**src/fts_pkg.sv**
```systemverilog
package fts_pkg;

	// Register byte offsets
	localparam logic [7:0] AREA_SEL_OFS  = 8'h00;
	localparam logic [7:0] START_ADR_OFS = 8'h04;
	localparam logic [7:0] INIT_OFS      = 8'h08;
	localparam logic [7:0] STATUS_OFS    = 8'h0C;
	localparam logic [7:0] CLEAR_OFS     = 8'h10;
	localparam logic [7:0] ENABLE_OFS    = 8'h14;

	// Area select layout
	localparam int         KEY_MSB      = 15;
	localparam int         KEY_LSB      = 8;
	localparam int         BOOT_SEL_BIT = 1;
	localparam logic [7:0] AREA_KEY     = 8'h3B;
	localparam logic       BOOT_SEL_RST = 1'b0;

	// Start address reset and upper masks
	localparam logic [31:0] START_ADR_RST = 32'h0000_0000;
	localparam logic [31:0] CODE_MASK     = 32'h0FFF_FFFF;
	localparam logic [31:0] DATA_MASK     = 32'h001F_FFFF;
	localparam int          CHK_MSB       = 20;

	// Init register bit
	localparam int INIT_BIT = 0;

	// Event bits
	localparam int        EV_CODE_ERR  = 0;
	localparam int        EV_RANGE_ERR = 1;
	localparam int        EV_W         = 2;
	localparam logic [1:0] EV_RST      = 2'h0;

	// Alignment boundaries as log2 of bytes
	localparam logic [4:0] LG_4B   = 5'h02;
	localparam logic [4:0] LG_8B   = 5'h03;
	localparam logic [4:0] LG_32B  = 5'h05;
	localparam logic [4:0] LG_512B = 5'h09;
	localparam logic [4:0] LG_2K   = 5'h0B;
	localparam logic [4:0] LG_4K   = 5'h0C;
	localparam logic [4:0] LG_16K  = 5'h0E;
	localparam logic [4:0] LG_64K  = 5'h10;
	localparam logic [2:0] MULTI_MAX = 3'h4;

	typedef enum logic [3:0] {
		CMD_PROG       = 4'h0,
		CMD_MULTI      = 4'h1,
		CMD_DMA        = 4'h2,
		CMD_BLK_ERASE  = 4'h3,
		CMD_AREA_ERASE = 4'h4,
		CMD_BLANK      = 4'h5,
		CMD_PROP_PROG  = 4'h6,
		CMD_PROP_ERASE = 4'h7,
		CMD_SW_PROG    = 4'h8,
		CMD_SW_ERASE   = 4'h9,
		CMD_TAG_UPD    = 4'hA,
		CMD_TAG_ERASE  = 4'hB
	} fts_cmd_t;

	typedef enum logic [1:0] {
		REG_USER  = 2'h0,
		REG_BOOT  = 2'h1,
		REG_DATA  = 2'h2,
		REG_EXT   = 2'h3
	} fts_region_t;

endpackage : fts_pkg

```
**src/fts_target_select.sv**
```systemverilog
// Notes on behaviour
// - Area select picks legal code flash region
// - Boot select bit 1; one means boot
// - Key field not stored, reads zero
// - Area select writes change boot select only with key 3B
// - Boot select writable in serial/debug-break only
// - Area select and start address writes ignored while command busy, unless sequencer ready and lock state
// - Select zero: boot region target errors
// - Select one: user region target errors
// - Init bit resets both registers
// - Reserved area-select bits read zero
// - Start address holds command first address
// - Code flash ignores bits 31 to 28
// - Data flash ignores bits 31 to 21
// - Low bits below command boundary ignored
// - Multi program aligns to chosen size
// - Erase boundary depends on command, region
// - Bits 20 to 0 compared with end
// - Inconsistent start/end flags error, locks
`timescale 1ns/10ps

module fts_target_select (
	// Clock and reset
	input  wire logic        clk,
	input  wire logic        srst,
	// Register port
	input  wire logic [7:0]  reg_addr,
	input  wire logic [31:0] reg_wdata,
	input  wire logic        reg_wr,
	input  wire logic        reg_rd,
	output logic      [31:0] reg_rdata,
	// Sequencer state
	input  wire logic        sequencer_ready_flag,
	input  wire logic        cmd_lock_state,
	input  wire logic        cmd_first_write,
	input  wire logic        serial_prog_mode,
	input  wire logic        debug_break,
	// Command issue
	input  wire logic        cmd_issue,
	input  wire logic [3:0]  cmd_code,
	input  wire logic [1:0]  cmd_region,
	input  wire logic [2:0]  multi_size,
	input  wire logic        block_64k,
	input  wire logic        blank_decrement,
	input  wire logic [31:0] command_end_address,
	// Command results
	output logic      [31:0] target_address,
	output logic             target_valid,
	output logic             code_access_error,
	output logic             range_error,
	output logic             cmd_lock_request,
	output logic             boot_area_sel,
	// Interrupt
	output logic             irq
);

	typedef struct packed {
		logic                      boot_sel;
		logic [31:0]               start_adr;
		logic                      busy;
		logic                      ready_prev;
		logic [fts_pkg::EV_W-1:0]  status;
		logic [fts_pkg::EV_W-1:0]  enable;
		logic [31:0]               rdata;
		logic [31:0]               tgt;
		logic                      tgt_vld;
		logic                      code_err;
		logic                      rng_err;
		logic                      lock_req;
	} fts_state_t;

	fts_state_t st_q;
	fts_state_t st_d;

	// Boundary for the command, as log2 of bytes
	function automatic logic [4:0] fts_bound(input logic [3:0] cmd, input logic [1:0] rgn,
		input logic [2:0] msz, input logic b64);
		logic       ext;
		logic [4:0] lg;
		ext = (rgn == fts_pkg::REG_EXT);
		lg  = fts_pkg::LG_4B;
		unique case (cmd)
			fts_pkg::CMD_PROG:
				lg = (rgn == fts_pkg::REG_DATA || ext) ? fts_pkg::LG_4B : fts_pkg::LG_512B;
			fts_pkg::CMD_MULTI:
				lg = fts_pkg::LG_8B + 5'((msz > fts_pkg::MULTI_MAX) ? fts_pkg::MULTI_MAX : msz);
			fts_pkg::CMD_DMA,
			fts_pkg::CMD_BLANK,
			fts_pkg::CMD_TAG_UPD:
				lg = fts_pkg::LG_4B;
			fts_pkg::CMD_BLK_ERASE: begin
				if (rgn == fts_pkg::REG_DATA) begin
					lg = fts_pkg::LG_4K;
				end else if (ext) begin
					lg = fts_pkg::LG_2K;
				end else begin
					lg = b64 ? fts_pkg::LG_64K : fts_pkg::LG_16K;
				end
			end
			fts_pkg::CMD_AREA_ERASE:
				lg = ext ? fts_pkg::LG_2K : fts_pkg::LG_4K;
			fts_pkg::CMD_PROP_PROG,
			fts_pkg::CMD_SW_PROG:
				lg = fts_pkg::LG_32B;
			fts_pkg::CMD_PROP_ERASE,
			fts_pkg::CMD_SW_ERASE,
			fts_pkg::CMD_TAG_ERASE:
				lg = fts_pkg::LG_2K;
			default:
				lg = fts_pkg::LG_4B;
		endcase
		return lg;
	endfunction : fts_bound

	// Mask with ones above the boundary
	function automatic logic [31:0] fts_align(input logic [4:0] lg);
		return 32'hFFFF_FFFF << lg;
	endfunction : fts_align

	logic        wr_area;
	logic        wr_start;
	logic        wr_init;
	logic        wr_clear;
	logic        wr_enable;
	logic        locked;
	logic        code_rgn;
	logic [31:0] up_mask;
	logic [31:0] tgt_adr;
	logic        sel_err;
	logic        chk_cmd;
	logic        inconsistent;

	localparam int CHK_W = fts_pkg::CHK_MSB + 1;

	logic [CHK_W-1:0] s_low;
	logic [CHK_W-1:0] e_low;
	logic [fts_pkg::EV_W-1:0] ev_set;

	assign wr_area   = reg_wr && reg_addr == fts_pkg::AREA_SEL_OFS;
	assign wr_start  = reg_wr && reg_addr == fts_pkg::START_ADR_OFS;
	assign wr_init   = reg_wr && reg_addr == fts_pkg::INIT_OFS && reg_wdata[fts_pkg::INIT_BIT];
	assign wr_clear  = reg_wr && reg_addr == fts_pkg::CLEAR_OFS;
	assign wr_enable = reg_wr && reg_addr == fts_pkg::ENABLE_OFS;

	// Busy from first command write until ready rises, unless locked and ready
	assign locked = st_q.busy && !(sequencer_ready_flag && cmd_lock_state);

	assign code_rgn = cmd_region == fts_pkg::REG_USER || cmd_region == fts_pkg::REG_BOOT;
	assign up_mask  = code_rgn ? fts_pkg::CODE_MASK : fts_pkg::DATA_MASK;
	assign tgt_adr  = st_q.start_adr & up_mask
		& fts_align(fts_bound(cmd_code, cmd_region, multi_size, block_64k));

	// Only the unselected code region is refused
	assign sel_err = (cmd_region == fts_pkg::REG_BOOT && !st_q.boot_sel)
		|| (cmd_region == fts_pkg::REG_USER && st_q.boot_sel);

	assign s_low   = st_q.start_adr[fts_pkg::CHK_MSB:0];
	assign e_low   = command_end_address[fts_pkg::CHK_MSB:0];
	assign chk_cmd = cmd_code == fts_pkg::CMD_AREA_ERASE || cmd_code == fts_pkg::CMD_BLANK;
	assign inconsistent = chk_cmd && ((cmd_code == fts_pkg::CMD_BLANK && blank_decrement)
		? (s_low < e_low) : (s_low > e_low));

	assign ev_set[fts_pkg::EV_CODE_ERR]  = cmd_issue && code_rgn && sel_err;
	assign ev_set[fts_pkg::EV_RANGE_ERR] = cmd_issue && inconsistent;

	always_comb begin
		st_d = st_q;

		st_d.ready_prev = sequencer_ready_flag;
		if (cmd_first_write) begin
			st_d.busy = 1'b1;
		end else if (sequencer_ready_flag && !st_q.ready_prev) begin
			st_d.busy = 1'b0;
		end

		// Key check and bit update in the same access
		if (wr_area && !locked && (serial_prog_mode || debug_break)
			&& reg_wdata[fts_pkg::KEY_MSB:fts_pkg::KEY_LSB] == fts_pkg::AREA_KEY) begin
			st_d.boot_sel = reg_wdata[fts_pkg::BOOT_SEL_BIT];
		end

		if (wr_start && !locked) begin
			st_d.start_adr = reg_wdata;
		end

		if (wr_enable) begin
			st_d.enable = reg_wdata[fts_pkg::EV_W-1:0];
		end

		// Event set wins over a clear in the same cycle
		st_d.status = (st_q.status & ~(wr_clear ? reg_wdata[fts_pkg::EV_W-1:0] : '0)) | ev_set;

		st_d.tgt_vld  = cmd_issue && !ev_set[fts_pkg::EV_CODE_ERR] && !inconsistent;
		st_d.code_err = ev_set[fts_pkg::EV_CODE_ERR];
		st_d.rng_err  = ev_set[fts_pkg::EV_RANGE_ERR];
		st_d.lock_req = ev_set[fts_pkg::EV_RANGE_ERR];
		if (cmd_issue) begin
			st_d.tgt = tgt_adr;
		end

		st_d.rdata = 32'h0000_0000;
		if (reg_rd) begin
			unique case (reg_addr)
				fts_pkg::AREA_SEL_OFS:
					st_d.rdata[fts_pkg::BOOT_SEL_BIT] = st_q.boot_sel;
				fts_pkg::START_ADR_OFS:
					st_d.rdata = st_q.start_adr;
				fts_pkg::STATUS_OFS:
					st_d.rdata[fts_pkg::EV_W-1:0] = st_q.status;
				fts_pkg::ENABLE_OFS:
					st_d.rdata[fts_pkg::EV_W-1:0] = st_q.enable;
				default:
					st_d.rdata = 32'h0000_0000;
			endcase
		end

		if (wr_init) begin
			st_d.boot_sel  = fts_pkg::BOOT_SEL_RST;
			st_d.start_adr = fts_pkg::START_ADR_RST;
		end
	end

	always_ff @(posedge clk) begin
		if (srst) begin
			st_q            <= '0;
			st_q.boot_sel   <= fts_pkg::BOOT_SEL_RST;
			st_q.start_adr  <= fts_pkg::START_ADR_RST;
			st_q.status     <= fts_pkg::EV_RST;
			st_q.enable     <= fts_pkg::EV_RST;
			st_q.ready_prev <= 1'b1;
		end else begin
			st_q <= st_d;
		end
	end

	assign reg_rdata         = st_q.rdata;
	assign target_address    = st_q.tgt;
	assign target_valid      = st_q.tgt_vld;
	assign code_access_error = st_q.code_err;
	assign range_error       = st_q.rng_err;
	assign cmd_lock_request  = st_q.lock_req;
	assign boot_area_sel     = st_q.boot_sel;
	assign irq               = |(st_q.status & st_q.enable);

endmodule : fts_target_select

```
**config.mk**
```make
export PLATFORM = sky130hd
export DESIGN_NAME = fts_target_select
export DESIGN_NICKNAME = d
export VERILOG_FILES = /design/src/fts_pkg.sv /design/src/fts_target_select.sv
export SDC_FILE = /design/constraint.sdc
export NUM_CORES = 1
export LEC_CHECK = 0
export ABC_AREA = 1
export BUFFER_PORTS_ARGS = -buffer_cell sky130_fd_sc_hd__buf_2
export CORE_ASPECT_RATIO = 0.9
export CORE_MARGIN = 2
export CORE_UTILIZATION = 52
export DETAILED_ROUTE_END_ITERATION = 8
export GPL_ROUTABILITY_DRIVEN = 0
export PLACE_DENSITY = 0.82
export SLEW_MARGIN = 0
export SYNTH_ARGS = -nofsm -noshare
export SYNTH_HDL_FRONTEND = slang
export SYNTH_SLANG_ARGS = --single-unit
```
**constraint.sdc**
```tcl
create_clock -name clk -period 3.7 [get_ports clk]
set_input_delay 0.74 -clock clk [delete_from_list [all_inputs] [get_ports clk]]
set_output_delay 0.74 -clock clk [all_outputs]
set_load 0.02 [all_outputs]
```
==> impl_summary.log, run 1 <==
[metrics] grt ovf: 0
[metrics] total placed cells including tap cells: 873
[metrics] post-route fraction of the period consumed by the critical path: between 50% and 60%
[metrics] worst path bufs/invs: 1
[metrics] initial core utilization: 52.75%
[metrics] worst-skew pair later-pin latency: 390 ps
[metrics] vias in the first global route: 4047
[metrics] CTS buffer count: 9
[metrics] post-route cell area: 0.005620 mm²
[metrics] Floorplan Core Area: 0.009572 mm²
[metrics] Setup-failing EPs final: 0
[metrics] IO Pins: 163
[metrics] global-route layer with the greatest usage: met2
[metrics] largest family of logic cells by synthesized area: simple AND/OR/NAND/NOR gates
[metrics] floorplan die width: 107.9 µm
[metrics] number of filler cells placed in the layout: 924
[metrics] maximum fanout count along the critical path: 35
[metrics] initial antenna violation count: 0
[metrics] Slew Limit Headroom: roughly 48%
[metrics] cell at the slowest stage of the critical path: sky130_fd_sc_hd__nor2_4
[metrics] global-route wire length before repair: roughly 19000 µm
[metrics] HPWL reported at the end of detailed placement: 8653 µm
[metrics] via/cell ratio: 4.884
[metrics] actual slew at the worst max-slew pin: between 700 and 800 ps
[metrics] run status: complete, no violations
[metrics] number of hold buffers added after CTS: 0
[metrics] dominant delay contributor by cell family on the critical path: simple AND/OR/NAND/NOR gates
[metrics] setup repair after global routing missed its margin: no
[metrics] FP Rows: 34
[metrics] number of buffers on the longest clock path: 2
[metrics] kind of start point of the critical path: input port
[metrics] area fraction in compound gates after synthesis: roughly 10%
[metrics] required time reported for the critical path endpoint: about 4000 ps
[metrics] Synth Instances: 675
[metrics] simple-gate share of the synthesized area: 25.11%
[metrics] aggregate negative setup slack: 0 ps
[metrics] worst min-delay path class: flip-flop to flip-flop
[metrics] Routed wire per std cell: 13.16 µm
[metrics] share of the core filled with cells in the final layout: between 50% and 60%
[metrics] Synth Area in XOR/XNOR: less than 1%
[metrics] sum of routed wire length over all layers: 11700 µm
[metrics] post-synthesis cell type count: 41
[metrics] # resized after CTS: 0
[metrics] share of synthesized area occupied by flip-flops and latches: 40.45%
[metrics] floorplan die height: 97.48 µm
[metrics] met2 demand-to-capacity share in global routing: 36.91%
[metrics] adder and majority cell fraction of the synthesized area: about 5.5%
[metrics] cell seen most often among critical-path stages: sky130_fd_sc_hd__nor2_2
[metrics] count of antenna-violating nets left after detailed routing: 0
[metrics] yosys synthesis warning count: 0
[metrics] met3 GRT Util: under 10%
[metrics] post-synth design cell area: between 0.005 and 0.006 mm²
[metrics] CTS root buf: sky130_fd_sc_hd__clkbuf_8
[metrics] area enclosed by the die boundary: 0.01051 mm²
[metrics] number of buffers inserted by port buffering: 147
[metrics] crit path cell chain: buf_2 -> nor2_2 -> nand2_1 -> nor2_2 -> nand3_2 -> nor2_4 -> o21ai_0 -> a21oi_1
[metrics] number of DRC markers after the initial detailed-route iteration: 212
[metrics] filler-free cell count of the finished design: 889
[metrics] flop and latch count out of synthesis: 102
[metrics] antenna diode instance count: 0
[metrics] category of the most critical setup path: input port to flip-flop
[metrics] largest net degree at the start of global routing: 36
[metrics] Critical Path End Type: flip-flop
[metrics] Final Hold Vio Count: 0
[metrics] clock tree from TritonCTS: yes
[metrics] # nets final: about 870
[metrics] Post-Synthesis Mean Instance Area: 7.479 µm²
[metrics] met1 Use GR: 31.34%
[metrics] Peak supply drop: slightly above 0.2 mV
[metrics] Post-CTS Setup Bufs: 0
[metrics] Clk pin slew, worst setup/hold paths: 100 ps
[metrics] power density relative to cell area: about 360 mW/mm²
[metrics] cell area after placement: about 0.0054 mm²
[metrics] Clock H-tree levels: 3
[metrics] leakage dissipation: 2.857 nW
[metrics] Syn-to-layout area delta: 11.33%
[metrics] iteration count of the initial detailed-routing pass: 6
[metrics] slowest stage delay, CP: 610 ps
[metrics] number of max-cap violations: 0
[metrics] share of post-route cells with drive strength above 1: between 20% and 30%
[metrics] vias: roughly 4300
[metrics] CTS sink cnt: 102
[metrics] crit path time final: between 2000 and 2500 ps
[metrics] Overall Global Routing Usage: 22.91%
[metrics] share of cell area taken by muxes after synthesis: 0%
[metrics] worst hold slack after final layout: ~430 ps
[metrics] Peak Freq: 493.0 MHz
[metrics] DRC viols: 0
[metrics] max-slew violations: 0
[metrics] arrival time at the worst endpoint: 2340 ps
[metrics] Clock Skews: 14.64 ps
## per-stage QoR
| stage | power, mW | setup slack, ps |
|---|---|---|
| 2_1_floorplan | 1.227 | 1791 |
| 3_3_place_gp | 1.300 | 1263 |
| 3_5_place_dp | 1.303 | 1271 |
| 4_1_cts | 2.046 | 1665 |
| 5_1_grt | 2.116 | 1458 |
| 6_report | 2.042 | 1672 |
## synthesized netlist by cell type, drive strengths merged
cell	number	area share, %
a22oi	1	0.25
a21o	1	0.15
buf	71	11
ha	22	5.5
clkinv	1	0.099
inv	97	7.2
or2	2	0.25
o31ai	2	0.30
a31oi	1	0.12
xor2	1	0.17
o211ai	2	0.40
o21ai	49	5.2
conb	1	0.074
nand2	109	8.8
nand4	7	0.87
nor2	128	11
nand3b	4	0.59
a21oi	18	1.8
and3	1	0.12
a32o	8	1.6
nor4	1	0.12
clkbuf	10	0.82
nor3	6	0.82
nand3	27	3.0
o22ai	3	0.37
dfxtp	102	40
## flip-flops by register name, summed over array words and instances (netlist names)
register and cells:
cmd_lock_request 1, target_valid 1, target_address 28, boot_area_sel 1
reg_rdata 32, code_access_error 1, s_low 21, st_q 17
## per-layer routing
layer	vias up	routed length (µm)
li1	2212	-
met2	121	5466
met1	1992	5462
met5	-	0
met3	17	598
met4	0	175
## report_power, final
| group | switching, mW | internal (mW) |
|---|---|---|
| Sequential | 0.00180 | 1.10 |
| Clock | 0.433 | 0.330 |
| Combinational | 0.111 | 0.0653 |
| Total | 0.546 | 1.50 |
## worst paths after layout
kind,startpoint,endpoint,slack [ps],cells after the start
min,st_q[102],reg_rdata[28],430,2
max,reg_addr[1],s_low[10],1670,8
min reg2reg,st_q[102],reg_rdata[28],430,2
max reg2reg,s_low[20],cmd_lock_request,2050,10
## worst min-delay path, delay by kind of cell, from the launching register on
kind                   cells  cell delay [ps]
AND/OR/NAND/NOR            1               30
flip-flops                 1              320
buffers and inverters      1               40
## cells in the final DEF (no fill, tap or decap), drive strengths merged
master	n
a32o	8
a22oi	1
nand3	27
nor2	128
xor2	1
nor4	1
conb	4
clkinvlp	1
clkinv	1
dfxtp	102
nand3b	4
o21ai	49
a21o	1
and3	1
nor3	6
ha	22
o211ai	2
inv	102
a31oi	1
or2	2
clkbuf	9
bufinv	1
nand2	109
buf	150
nand4	7
a21oi	18
o31ai	2
o22ai	3
## cell type report
type	instances	area [µm²]	area share [%]
inverter	98	369.1	6.567
clock inverter	7	86.33	1.536
tap	126	157.7	2.805
timing repair buffer	150	758.2	13.49
sequential	102	2042	36.33
clock buffer	9	123.9	2.204
multi-input combinational	397	2083	37.07
## logic make-up (layout without fill, tap and decap cells)
kind of cell | Yosys count | after routing
flip-flops | 102 | 102
AO/OA/AOI/OAI | 85 | 85
other | 1 | 4
XOR/XNOR | 1 | 1
buffers and inverters | 179 | 264
AND/OR/NAND/NOR | 285 | 285
adder cells (fa/ha/maj) | 22 | 22
No activity file was read; power rests on OpenSTA's default activity.
==> run 2, diff against run 1 <==
- ABC_AREA: 1 -> 0
- CORE_UTILIZATION: 52 -> 50
- PLACE_DENSITY: 0.82 -> 0.8
- clock period: 3.7 -> 2.1 ns (I/O delays scaled with it)
==> run 2 against run 1 <==
  * Largest power group unchanged
  * The flow now finishes with violations (setup timing)
  * Final cell count decreased by 11%
  * Via count down 5.0%
  * Die area down 1.5%
  * Largest cell class unchanged
  * Register-to-register slack got worse by 2200 ps
  * Utilization rose by 2.7 points
  * Wire length increased by 1.3%
  * First-iteration DRC count shrank 13%
  * Sequential power rose by 76%
==> impl_summary.log, run 2 <==
[metrics] Syn-to-layout area delta: 18.37%
[metrics] crit path cell chain: ha_4 -> nand4_1 -> nor4_2 -> nand3_1 -> o211ai_1 -> mux2_4 -> o221a_4
[metrics] initial core utilization: 51.92% (-0.82 points)
[metrics] Post-Synthesis Mean Instance Area: 8.614 µm² (+15%)
[metrics] violations in the final reports: setup timing
[metrics] Largest register FFs: 32 (unchanged)
[metrics] global-route wire length before repair: 19160 µm (+0.98%)
[metrics] least setup slack across all paths after layout: -122.5 ps (-1794 ps)
[metrics] arrival time at the worst endpoint: 2470 ps (+130 ps)
[metrics] iteration count of the initial detailed-routing pass: 4 (-2)
[metrics] sum of routed wire length over all layers: 11850 µm (+1.3%)
[metrics] switching part of the total power: 25.36% (-1.4 points)
[metrics] Clock H-tree levels: 3 (unchanged)
[metrics] area enclosed by the die boundary: 0.01036 mm² (-1.5%)
[metrics] most used cells in the layout excluding fill and tap cells: sky130_fd_sc_hd__buf_2 (147), sky130_fd_sc_hd__dfxtp_1 (98), sky130_fd_sc_hd__nand2_1 (84), sky130_fd_sc_hd__a21oi_1 (56), sky130_fd_sc_hd__buf_4 (39)
[metrics] HPWL reported at the end of detailed placement: 9049 µm (+4.6%)
[metrics] Slew Limit Headroom: 56.16% (+8.5 points)
[metrics] number of buffers on the longest clock path: 2 (unchanged)
[metrics] count of antenna-violating nets left after detailed routing: 0 (unchanged)
[metrics] Clk pin slew, worst setup/hold paths: 100 ps (about the same)
[metrics] Floorplan Core Area: 0.009208 mm² (-3.8%)
[metrics] antenna diode instance count: 0 (unchanged)
[metrics] slowest stage delay, CP: 370 ps (-240 ps)
[metrics] maximum fanout count along the critical path: 3 (-91%)
[metrics] number of hold buffers added after CTS: 0 (unchanged)
[metrics] actual slew at the worst max-slew pin: 657.6 ps (-125.8 ps)
[metrics] floorplan die width: 107.1 µm (-0.73%)
[metrics] Overall Global Routing Usage: 23.01% (+0.10 points)
[metrics] worst hold slack after final layout: 288.9 ps (-137.0 ps)
[metrics] proportion of register bits with asynchronous set or reset after synthesis: 0% (unchanged)
[metrics] CTS sink cnt: 102 (unchanged)
[metrics] cell at the slowest stage of the critical path: sky130_fd_sc_hd__dfxtp_4
[metrics] setup repair after global routing missed its margin: yes
[metrics] net switching power of the design: 0.8534 mW (+56%)
[metrics] leakage dissipation: 2.640 nW (-7.6%)
[metrics] yosys synthesis warning count: 0 (unchanged)
[metrics] DRC viols: 0 (unchanged)
[metrics] Setup-failing EPs final: 2 (+2)
[metrics] # nets final: 783 (-10%)
[metrics] IO Pins: 163 (unchanged)
[metrics] power density relative to cell area: 594.7 mW/mm² (+64%)
[metrics] Critical Path End Type: flip-flop
[metrics] most area-consuming cells after synthesis: sky130_fd_sc_hd__dfxtp_1 (43%), sky130_fd_sc_hd__buf_4 (10%), sky130_fd_sc_hd__nand2_1 (6.6%)
[metrics] largest area contributor in the netlist: sky130_fd_sc_hd__dfxtp_1
[metrics] post-synthesis cell type count: 54 (+32%)
[metrics] flop and latch count out of synthesis: 102 (unchanged)
[metrics] number of buffers inserted by port buffering: 147 (unchanged)
[metrics] Comb pwr share: 9.5% (+0.9 points)
[metrics] relative contribution of sequential cells to total power: 57.6% (+3.6 points)
[metrics] clock tree from TritonCTS: yes
[metrics] crit path time final: between 2000 and 2500 ps
[metrics] required time reported for the critical path endpoint: 2350 ps (-1660 ps)
[metrics] vias: 4124 (-5.0%)
[metrics] Peak supply drop: 0.3797 mV (+83%)
[metrics] post-synth design cell area: 0.004781 mm² (-5.3%)
[metrics] initial antenna violation count: 0 (unchanged)
[metrics] Final Hold Vio Count: 0 (unchanged)
[metrics] run status: complete, but fails checks
[metrics] max-slew violations: 0 (unchanged)
[metrics] post-route fraction of the period consumed by the critical path: 105.8%
[metrics] Routed wire per std cell: 14.91 µm (+13%)
[metrics] total chip power: 3.365 mW (+65%)
[metrics] CTS root buf: sky130_fd_sc_hd__clkbuf_8
[metrics] kind of start point of the critical path: flip-flop
[metrics] CTS buffer count: 9 (unchanged)
[metrics] via/cell ratio: 5.187 (+6.2%)
[metrics] FP Rows: 33 (-2.9%)
[metrics] share of the core filled with cells in the final layout: 61.46% (+2.7 points)
[metrics] ys flop type: sky130_fd_sc_hd__dfxtp_1
[metrics] count of flip-flops with a built-in enable after synthesis: 0 (unchanged)
[metrics] Power Internal: 2.512 mW (+68%)
[metrics] pre-CTS setup slack: -352.2 ps (-1623 ps)
[metrics] commonest cells in the netlist: sky130_fd_sc_hd__dfxtp_1 (102), sky130_fd_sc_hd__nand2_1 (84), sky130_fd_sc_hd__buf_4 (66), sky130_fd_sc_hd__a21oi_1 (56), sky130_fd_sc_hd__and2_1 (31)
[metrics] largest net degree at the start of global routing: 34 (-5.6%)
[metrics] vias in the first global route: 4045 (-0.049%)
[metrics] floorplan die height: 96.77 µm (-0.73%)
[metrics] clock network power share: 32.9% (-4.5 points)
[metrics] worst-skew pair later-pin latency: 350 ps (-40 ps)
[metrics] area share of the leading cell type in the synthesized netlist: 42.71% (+2.3 points)
[metrics] Peak Freq: 449.9 MHz
[metrics] share of synthesized area occupied by flip-flops and latches: 42.71% (+2.3 points)
[metrics] category of the most critical setup path: flip-flop to flip-flop
[metrics] worst min-delay path class: input port to flip-flop
[metrics] most frequent cell after synthesis: sky130_fd_sc_hd__dfxtp_1
[metrics] number of max-cap violations: 0 (unchanged)
[metrics] number of DRC markers after the initial detailed-route iteration: 185 (-13%)
[metrics] Synth Instances: 555 (-18%)
[metrics] grt ovf: 0 (unchanged)
[metrics] share of post-route cells with drive strength above 1: 33.14% (+6.1 points)
[metrics] Clock Skews: 8.292 ps (-6.352 ps)
[metrics] most frequent standard cell in the layout excluding fill and tap cells: sky130_fd_sc_hd__buf_2
-- run 2: cell types whose count changed in the layout (fill, tap and decap cells not counted), moves of 6 or more --
cell | before | now
sky130_fd_sc_hd__a21oi_1 | 18 | 56
sky130_fd_sc_hd__nor2_1 | 116 | 19
sky130_fd_sc_hd__inv_2 | 6 | 0
sky130_fd_sc_hd__mux2i_1 | 0 | 6
sky130_fd_sc_hd__buf_4 | 3 | 39
sky130_fd_sc_hd__inv_1 | 91 | 28
sky130_fd_sc_hd__o21ai_0 | 42 | 9
sky130_fd_sc_hd__nand2_1 | 98 | 84
sky130_fd_sc_hd__nor2_2 | 8 | 1
sky130_fd_sc_hd__nand2b_1 | 0 | 15
sky130_fd_sc_hd__and2_1 | 0 | 31
sky130_fd_sc_hd__a22o_1 | 0 | 11
sky130_fd_sc_hd__nand2_2 | 9 | 0
-- run 2: logic make-up (layout without fill, tap and decap cells) --
kind of cell / Yosys count / count (layout) / synth area share [%]
AOI/OAI and AO/OA: 109 / 109 / 14.55
other: 1 / 4 / 0.07844
xor gates and xnor gates: 2 / 2 / 0.3665
muxes: 8 / 8 / 1.727
adders and majority gates: 22 / 22 / 5.758
and+or+nand+nor: 194 / 194 / 19.79
buffers and inverters: 117 / 232 / 15.02
DFF: 102 / 102 / 42.71
-- run 2: area by class of cell --
type / instances / area, µm²
Sequential cell: 102 / 2049
Clock buffer: 10 / 127.6
Fill cell: 799 / 3548
Inverter: 29 / 108.9
Clock inverter: 6 / 46.29
Timing Repair Buffer: 187 / 1049
Multi-Input combinational cell: 339 / 2126
Tap cell: 122 / 152.6
-- run 2: path summary, 6_finish.rpt --
path	depth (start not counted)	to	slack, ps	start
worst max-delay path	7	target_valid	-120	s_low[16]
worst min-delay path	2	st_q[72]	290	sequencer_ready_flag
worst max register to register	7	target_valid	-120	s_low[16]
worst min register to register	2	st_q[102]	450	st_q[102]
-- run 2: power groups by stage --
stage | combinational (mW) | sequential [mW] | clock (mW)
after floorplan | 0.154 | 1.99 | 0
after global placement | 0.294 | 1.99 | 0
after detailed placement | 0.305 | 1.99 | 0
after CTS | 0.311 | 1.94 | 1.14
after global routing | 0.349 | 1.94 | 1.23
final | 0.319 | 1.94 | 1.11
-- run 2: routing by layer --
layer	wire (µm)	up-vias	GRT usage, %
li1	-	2031	-
met1	5179	1905	29.47
met5	0	-	0
met3	766	22	4.245
met2	5641	166	39.05
met4	263	0	7.093
-- run 2: metrics by stage --
stage | instance area (µm²) | std cells | setup TNS, ps
final | 5659 | 795 | -209.8
after global placement | 5391 | 777 | -488.4
after global routing | 5659 | 795 | -433.6
after floorplan | 4815 | 558 | 0
after detailed placement | 5391 | 777 | -743.2
after CTS | 5624 | 795 | -138.4
-- run 2: critical path: cells and delay by family (launching register included) --
kind	cells	cell delay (ps)
flip-flops	1	370
multiplexers	1	360
AND/OR/NAND/NOR	3	650
adder cells (fa/ha/maj)	1	260
AO/OA/AOI/OAI	2	480
-- run 2: repair_timing --
item                       4_1_cts  5_1_grt
pin swaps                        6        6
setup endpoints to repair        2        3
cloned                           0        0
resized for setup                8        7
setup buffers                    2        2
==> run 3, diff against run 2 <==
- BUFFER_PORTS_ARGS: -buffer_cell sky130_fd_sc_hd__buf_2 -> -buffer_cell sky130_fd_sc_hd__buf_4
==> run 3 against run 2 <==
  * The run still ends with setup timing left
  * Setup slack improved by 22 ps
  * Non-clock buffer count fell by 4
  * Utilization rose by 3.8 points
  * Final cell count fell by 0.50%
  * Critical path depth did not move
  * Sequential power barely moved
  * Global-route usage fell by 0.054 points
  * Total power rose by 2.0%
  * Fmax rose by 1.0%
  * Final area rose by 6.2%
  * Combinational power rose by 12%
  * First-iteration DRC count fell by 12%
  * Critical endpoint unchanged
  * Largest power group unchanged
==> impl_summary.log, run 3 (same netlist as run 2, synthesis figures left out) <==
[metrics] total placed cells including tap cells: 775 (-0.26%)
[metrics] depth of the worst register-to-register path: 7 (unchanged)
[metrics] CTS sink cnt: 102 (unchanged)
[metrics] worst min-delay path class: input port to flip-flop
[metrics] switching part of the total power: 24.76% (-0.60 points)
[metrics] Critical Path End Type: flip-flop
[metrics] hold-critical path endpoint: st_q[73]
[metrics] vias: 4095 (-0.70%)
[metrics] Routed wire per std cell: 15.18 µm (+1.9%)
[metrics] max-slew violations: 0 (unchanged)
[metrics] actual slew at the worst max-slew pin: 593.5 ps (-64.08 ps)
[metrics] area enclosed by the die boundary: 0.01036 mm² (unchanged)
[metrics] largest net degree at the start of global routing: 34 (unchanged)
[metrics] kind of start point of the critical path: flip-flop
[metrics] HPWL reported at the end of detailed placement: 9274 µm (+2.5%)
[metrics] routed metal-1 wire length: 5077 µm (-2.0%)
[metrics] total chip power: 3.434 mW (+2.0%)
[metrics] global-route wire length before repair: 18940 µm (-1.2%)
[metrics] Comb pwr share: 10.4% (+0.9 points)
[metrics] launching point of the worst reg2reg path: s_low[14]
[metrics] floorplan die height: 96.77 µm (unchanged)
[metrics] Peak Freq: 454.5 MHz (+1.0%)
[metrics] net switching power of the design: 0.8503 mW (-0.37%)
[metrics] post-route fraction of the period consumed by the critical path: 104.8% (-1.1 points)
[metrics] relative contribution of sequential cells to total power: 56.5% (-1.1 points)
[metrics] antenna diode instance count: 0 (unchanged)
[metrics] grt ovf: 0 (unchanged)
[metrics] most used cells in the layout excluding fill and tap cells: sky130_fd_sc_hd__buf_4 (182), sky130_fd_sc_hd__dfxtp_1 (98), sky130_fd_sc_hd__nand2_1 (84), sky130_fd_sc_hd__a21oi_1 (56), sky130_fd_sc_hd__and2_1 (31)
[metrics] number of max-cap violations: 0 (unchanged)
[metrics] Slew Limit Headroom: 60.43% (+4.3 points)
[metrics] iteration count of the initial detailed-routing pass: 4 (unchanged)
[metrics] initial antenna violation count: 0 (unchanged)
[metrics] Overall Global Routing Usage: 22.96% (-0.054 points)
[metrics] FP Rows: 33 (unchanged)
[metrics] Clock Skews: 13.08 ps (+4.786 ps)
[metrics] met3 WL: 794 µm (+3.7%)
[metrics] most frequent standard cell in the layout excluding fill and tap cells: sky130_fd_sc_hd__buf_4
[metrics] clock network power share: 33.1% (+0.2 points)
[metrics] arrival time at the worst endpoint: 2460 ps (about the same)
[metrics] Setup-failing EPs final: 1 (-1)
[metrics] IO Pins: 163 (unchanged)
[metrics] number of buffers on the longest clock path: 2 (unchanged)
[metrics] Routed met2 length: 5846 µm (+3.6%)
[metrics] violations in the final reports: setup timing
[metrics] worst-skew pair later-pin latency: 360 ps (about the same)
[metrics] vias in the first global route: 4011 (-0.84%)
[metrics] Floorplan Core Area: 0.009208 mm² (unchanged)
[metrics] Worst R2R Setup Slack: -100 ps (+20 ps)
[metrics] setup repair after global routing missed its margin: yes
[metrics] maximum fanout count along the critical path: 3 (unchanged)
[metrics] run status: complete, but fails checks
[metrics] Final Hold Vio Count: 0 (unchanged)
[metrics] power density relative to cell area: 571.3 mW/mm² (-3.9%)
[metrics] leakage dissipation: 2.675 nW (+1.3%)
[metrics] Max Used Layer: met4
[metrics] Syn-to-layout area delta: 25.73%
[metrics] share of post-route cells with drive strength above 1: 32.59% (-0.55 points)
[metrics] CTS buffer count: 9 (unchanged)
[metrics] # nets final: 779 (-0.51%)
[metrics] sum of routed wire length over all layers: 12010 µm (+1.4%)
[metrics] number of buffers inserted by port buffering: 147 (unchanged)
[metrics] crit path time final: 2200 ps (-22.48 ps)
[metrics] category of the most critical setup path: flip-flop to flip-flop
[metrics] Clock H-tree levels: 3 (unchanged)
[metrics] Peak supply drop: 0.4059 mV (+6.9%)
[metrics] least setup slack across all paths after layout: -100.1 ps (+22.48 ps)
[metrics] via/cell ratio: 5.177 (-0.20%)
[metrics] cell depth of the worst hold path: 3 (+1)
[metrics] Clk pin slew, worst setup/hold paths: 100 ps (about the same)
[metrics] hold path startpoint: cmd_first_write
[metrics] initial core utilization: 51.92% (unchanged)
[metrics] filler-free cell count of the finished design: 791 (-0.50%)
[metrics] count of antenna-violating nets left after detailed routing: 0 (unchanged)
[metrics] floorplan die width: 107.1 µm (unchanged)
[metrics] number of DRC markers after the initial detailed-route iteration: 162 (-12%)
[metrics] Largest register FFs: 32 (unchanged)
[metrics] clock tree from TritonCTS: yes
[metrics] DRC viols: 0 (unchanged)
[metrics] terminus of the critical flop-to-flop path: target_valid
[metrics] CTS root buf: sky130_fd_sc_hd__clkbuf_8
[metrics] Power Internal: 2.584 mW (+2.9%)
[metrics] required time reported for the critical path endpoint: 2360 ps (about the same)
[run 3: cell count changes in the layout (fill, tap and decap cells not counted), sizes merged]
| cell | previous run | this run |
|---|---|---|
| clkbuf | 10 | 12 |
| inv | 30 | 28 |
| buf | 187 | 183 |
[run 3: routing by layer]
metal  vias to the layer above  global-route usage (%)
met5                         -                       0
met4                         0                   8.591
met3                        23                   3.774
met2                       163                   38.36
met1                      1892                   29.58
li1                       2017                       -
[run 3: worst max path at each step]
stage	endpoint	depth (start not counted)	slack (ps)	start
2_1_floorplan	target_valid	8	0.5	command_end_address[15]
5_1_grt	target_valid	7	-160	s_low[14]
3_5_place_dp	target_valid	9	-290	command_end_address[20]
4_1_cts	target_valid	7	-70	s_low[15]
6_report	target_valid	7	-100	s_low[14]
3_3_place_gp	target_valid	9	-260	command_end_address[15]
[run 3: area by class of cell]
cell class,count,area [µm²]
multi-input cells,339,2138
clock inverters,4,32.53
repair buffers,183,1386
well taps,122,152.6
clock buffers,12,145.1
flip-flops and latches,102,2047
inverters,29,108.9
fillers,777,3197
[run 3: repair_timing]
item	CTS	global route
hold buffers	0	0
endpoints found under the setup margin	1	3
buffers inserted	0	0
gates cloned	0	0
pin swaps	0	3
hold endpoints to repair	0	0
gates resized for setup	3	9
[run 3: through the flow]
step	hold WS, ps	setup TNS, ps	worst slack, ps	area (µm²)	utilization [%]
floorplan	421.1	0	0.5154	4815	-
global placement	435.2	-490.6	-258.8	5744	62.39
detailed placement	443.9	-659.3	-292.8	5744	62.39
CTS	259.5	-70.74	-70.74	5937	64.48
global route	265.3	-235.0	-158.9	6011	65.28
finish	266.6	-100.1	-100.1	6011	65.28
[run 3: critical path, cell delays in order, from the launching register on]
cell and delay [ps]:
sky130_fd_sc_hd__dfxtp_2 350, sky130_fd_sc_hd__ha_4 270, sky130_fd_sc_hd__nand4_1 130, sky130_fd_sc_hd__nor4_2 360, sky130_fd_sc_hd__nand3_1 150, sky130_fd_sc_hd__o211ai_1 260
sky130_fd_sc_hd__mux2_4 360, sky130_fd_sc_hd__o221a_4 210
[run 3: power by group through the flow]
| stage | combinational [mW] | sequential, mW | clock, mW |
|---|---|---|---|
| after floorplan | 0.154 | 1.99 | 0 |
| after global placement | 0.334 | 1.99 | 0 |
| after detailed placement | 0.346 | 1.99 | 0 |
| after CTS | 0.348 | 1.94 | 1.15 |
| after global routing | 0.390 | 1.94 | 1.23 |
| final | 0.357 | 1.94 | 1.14 |
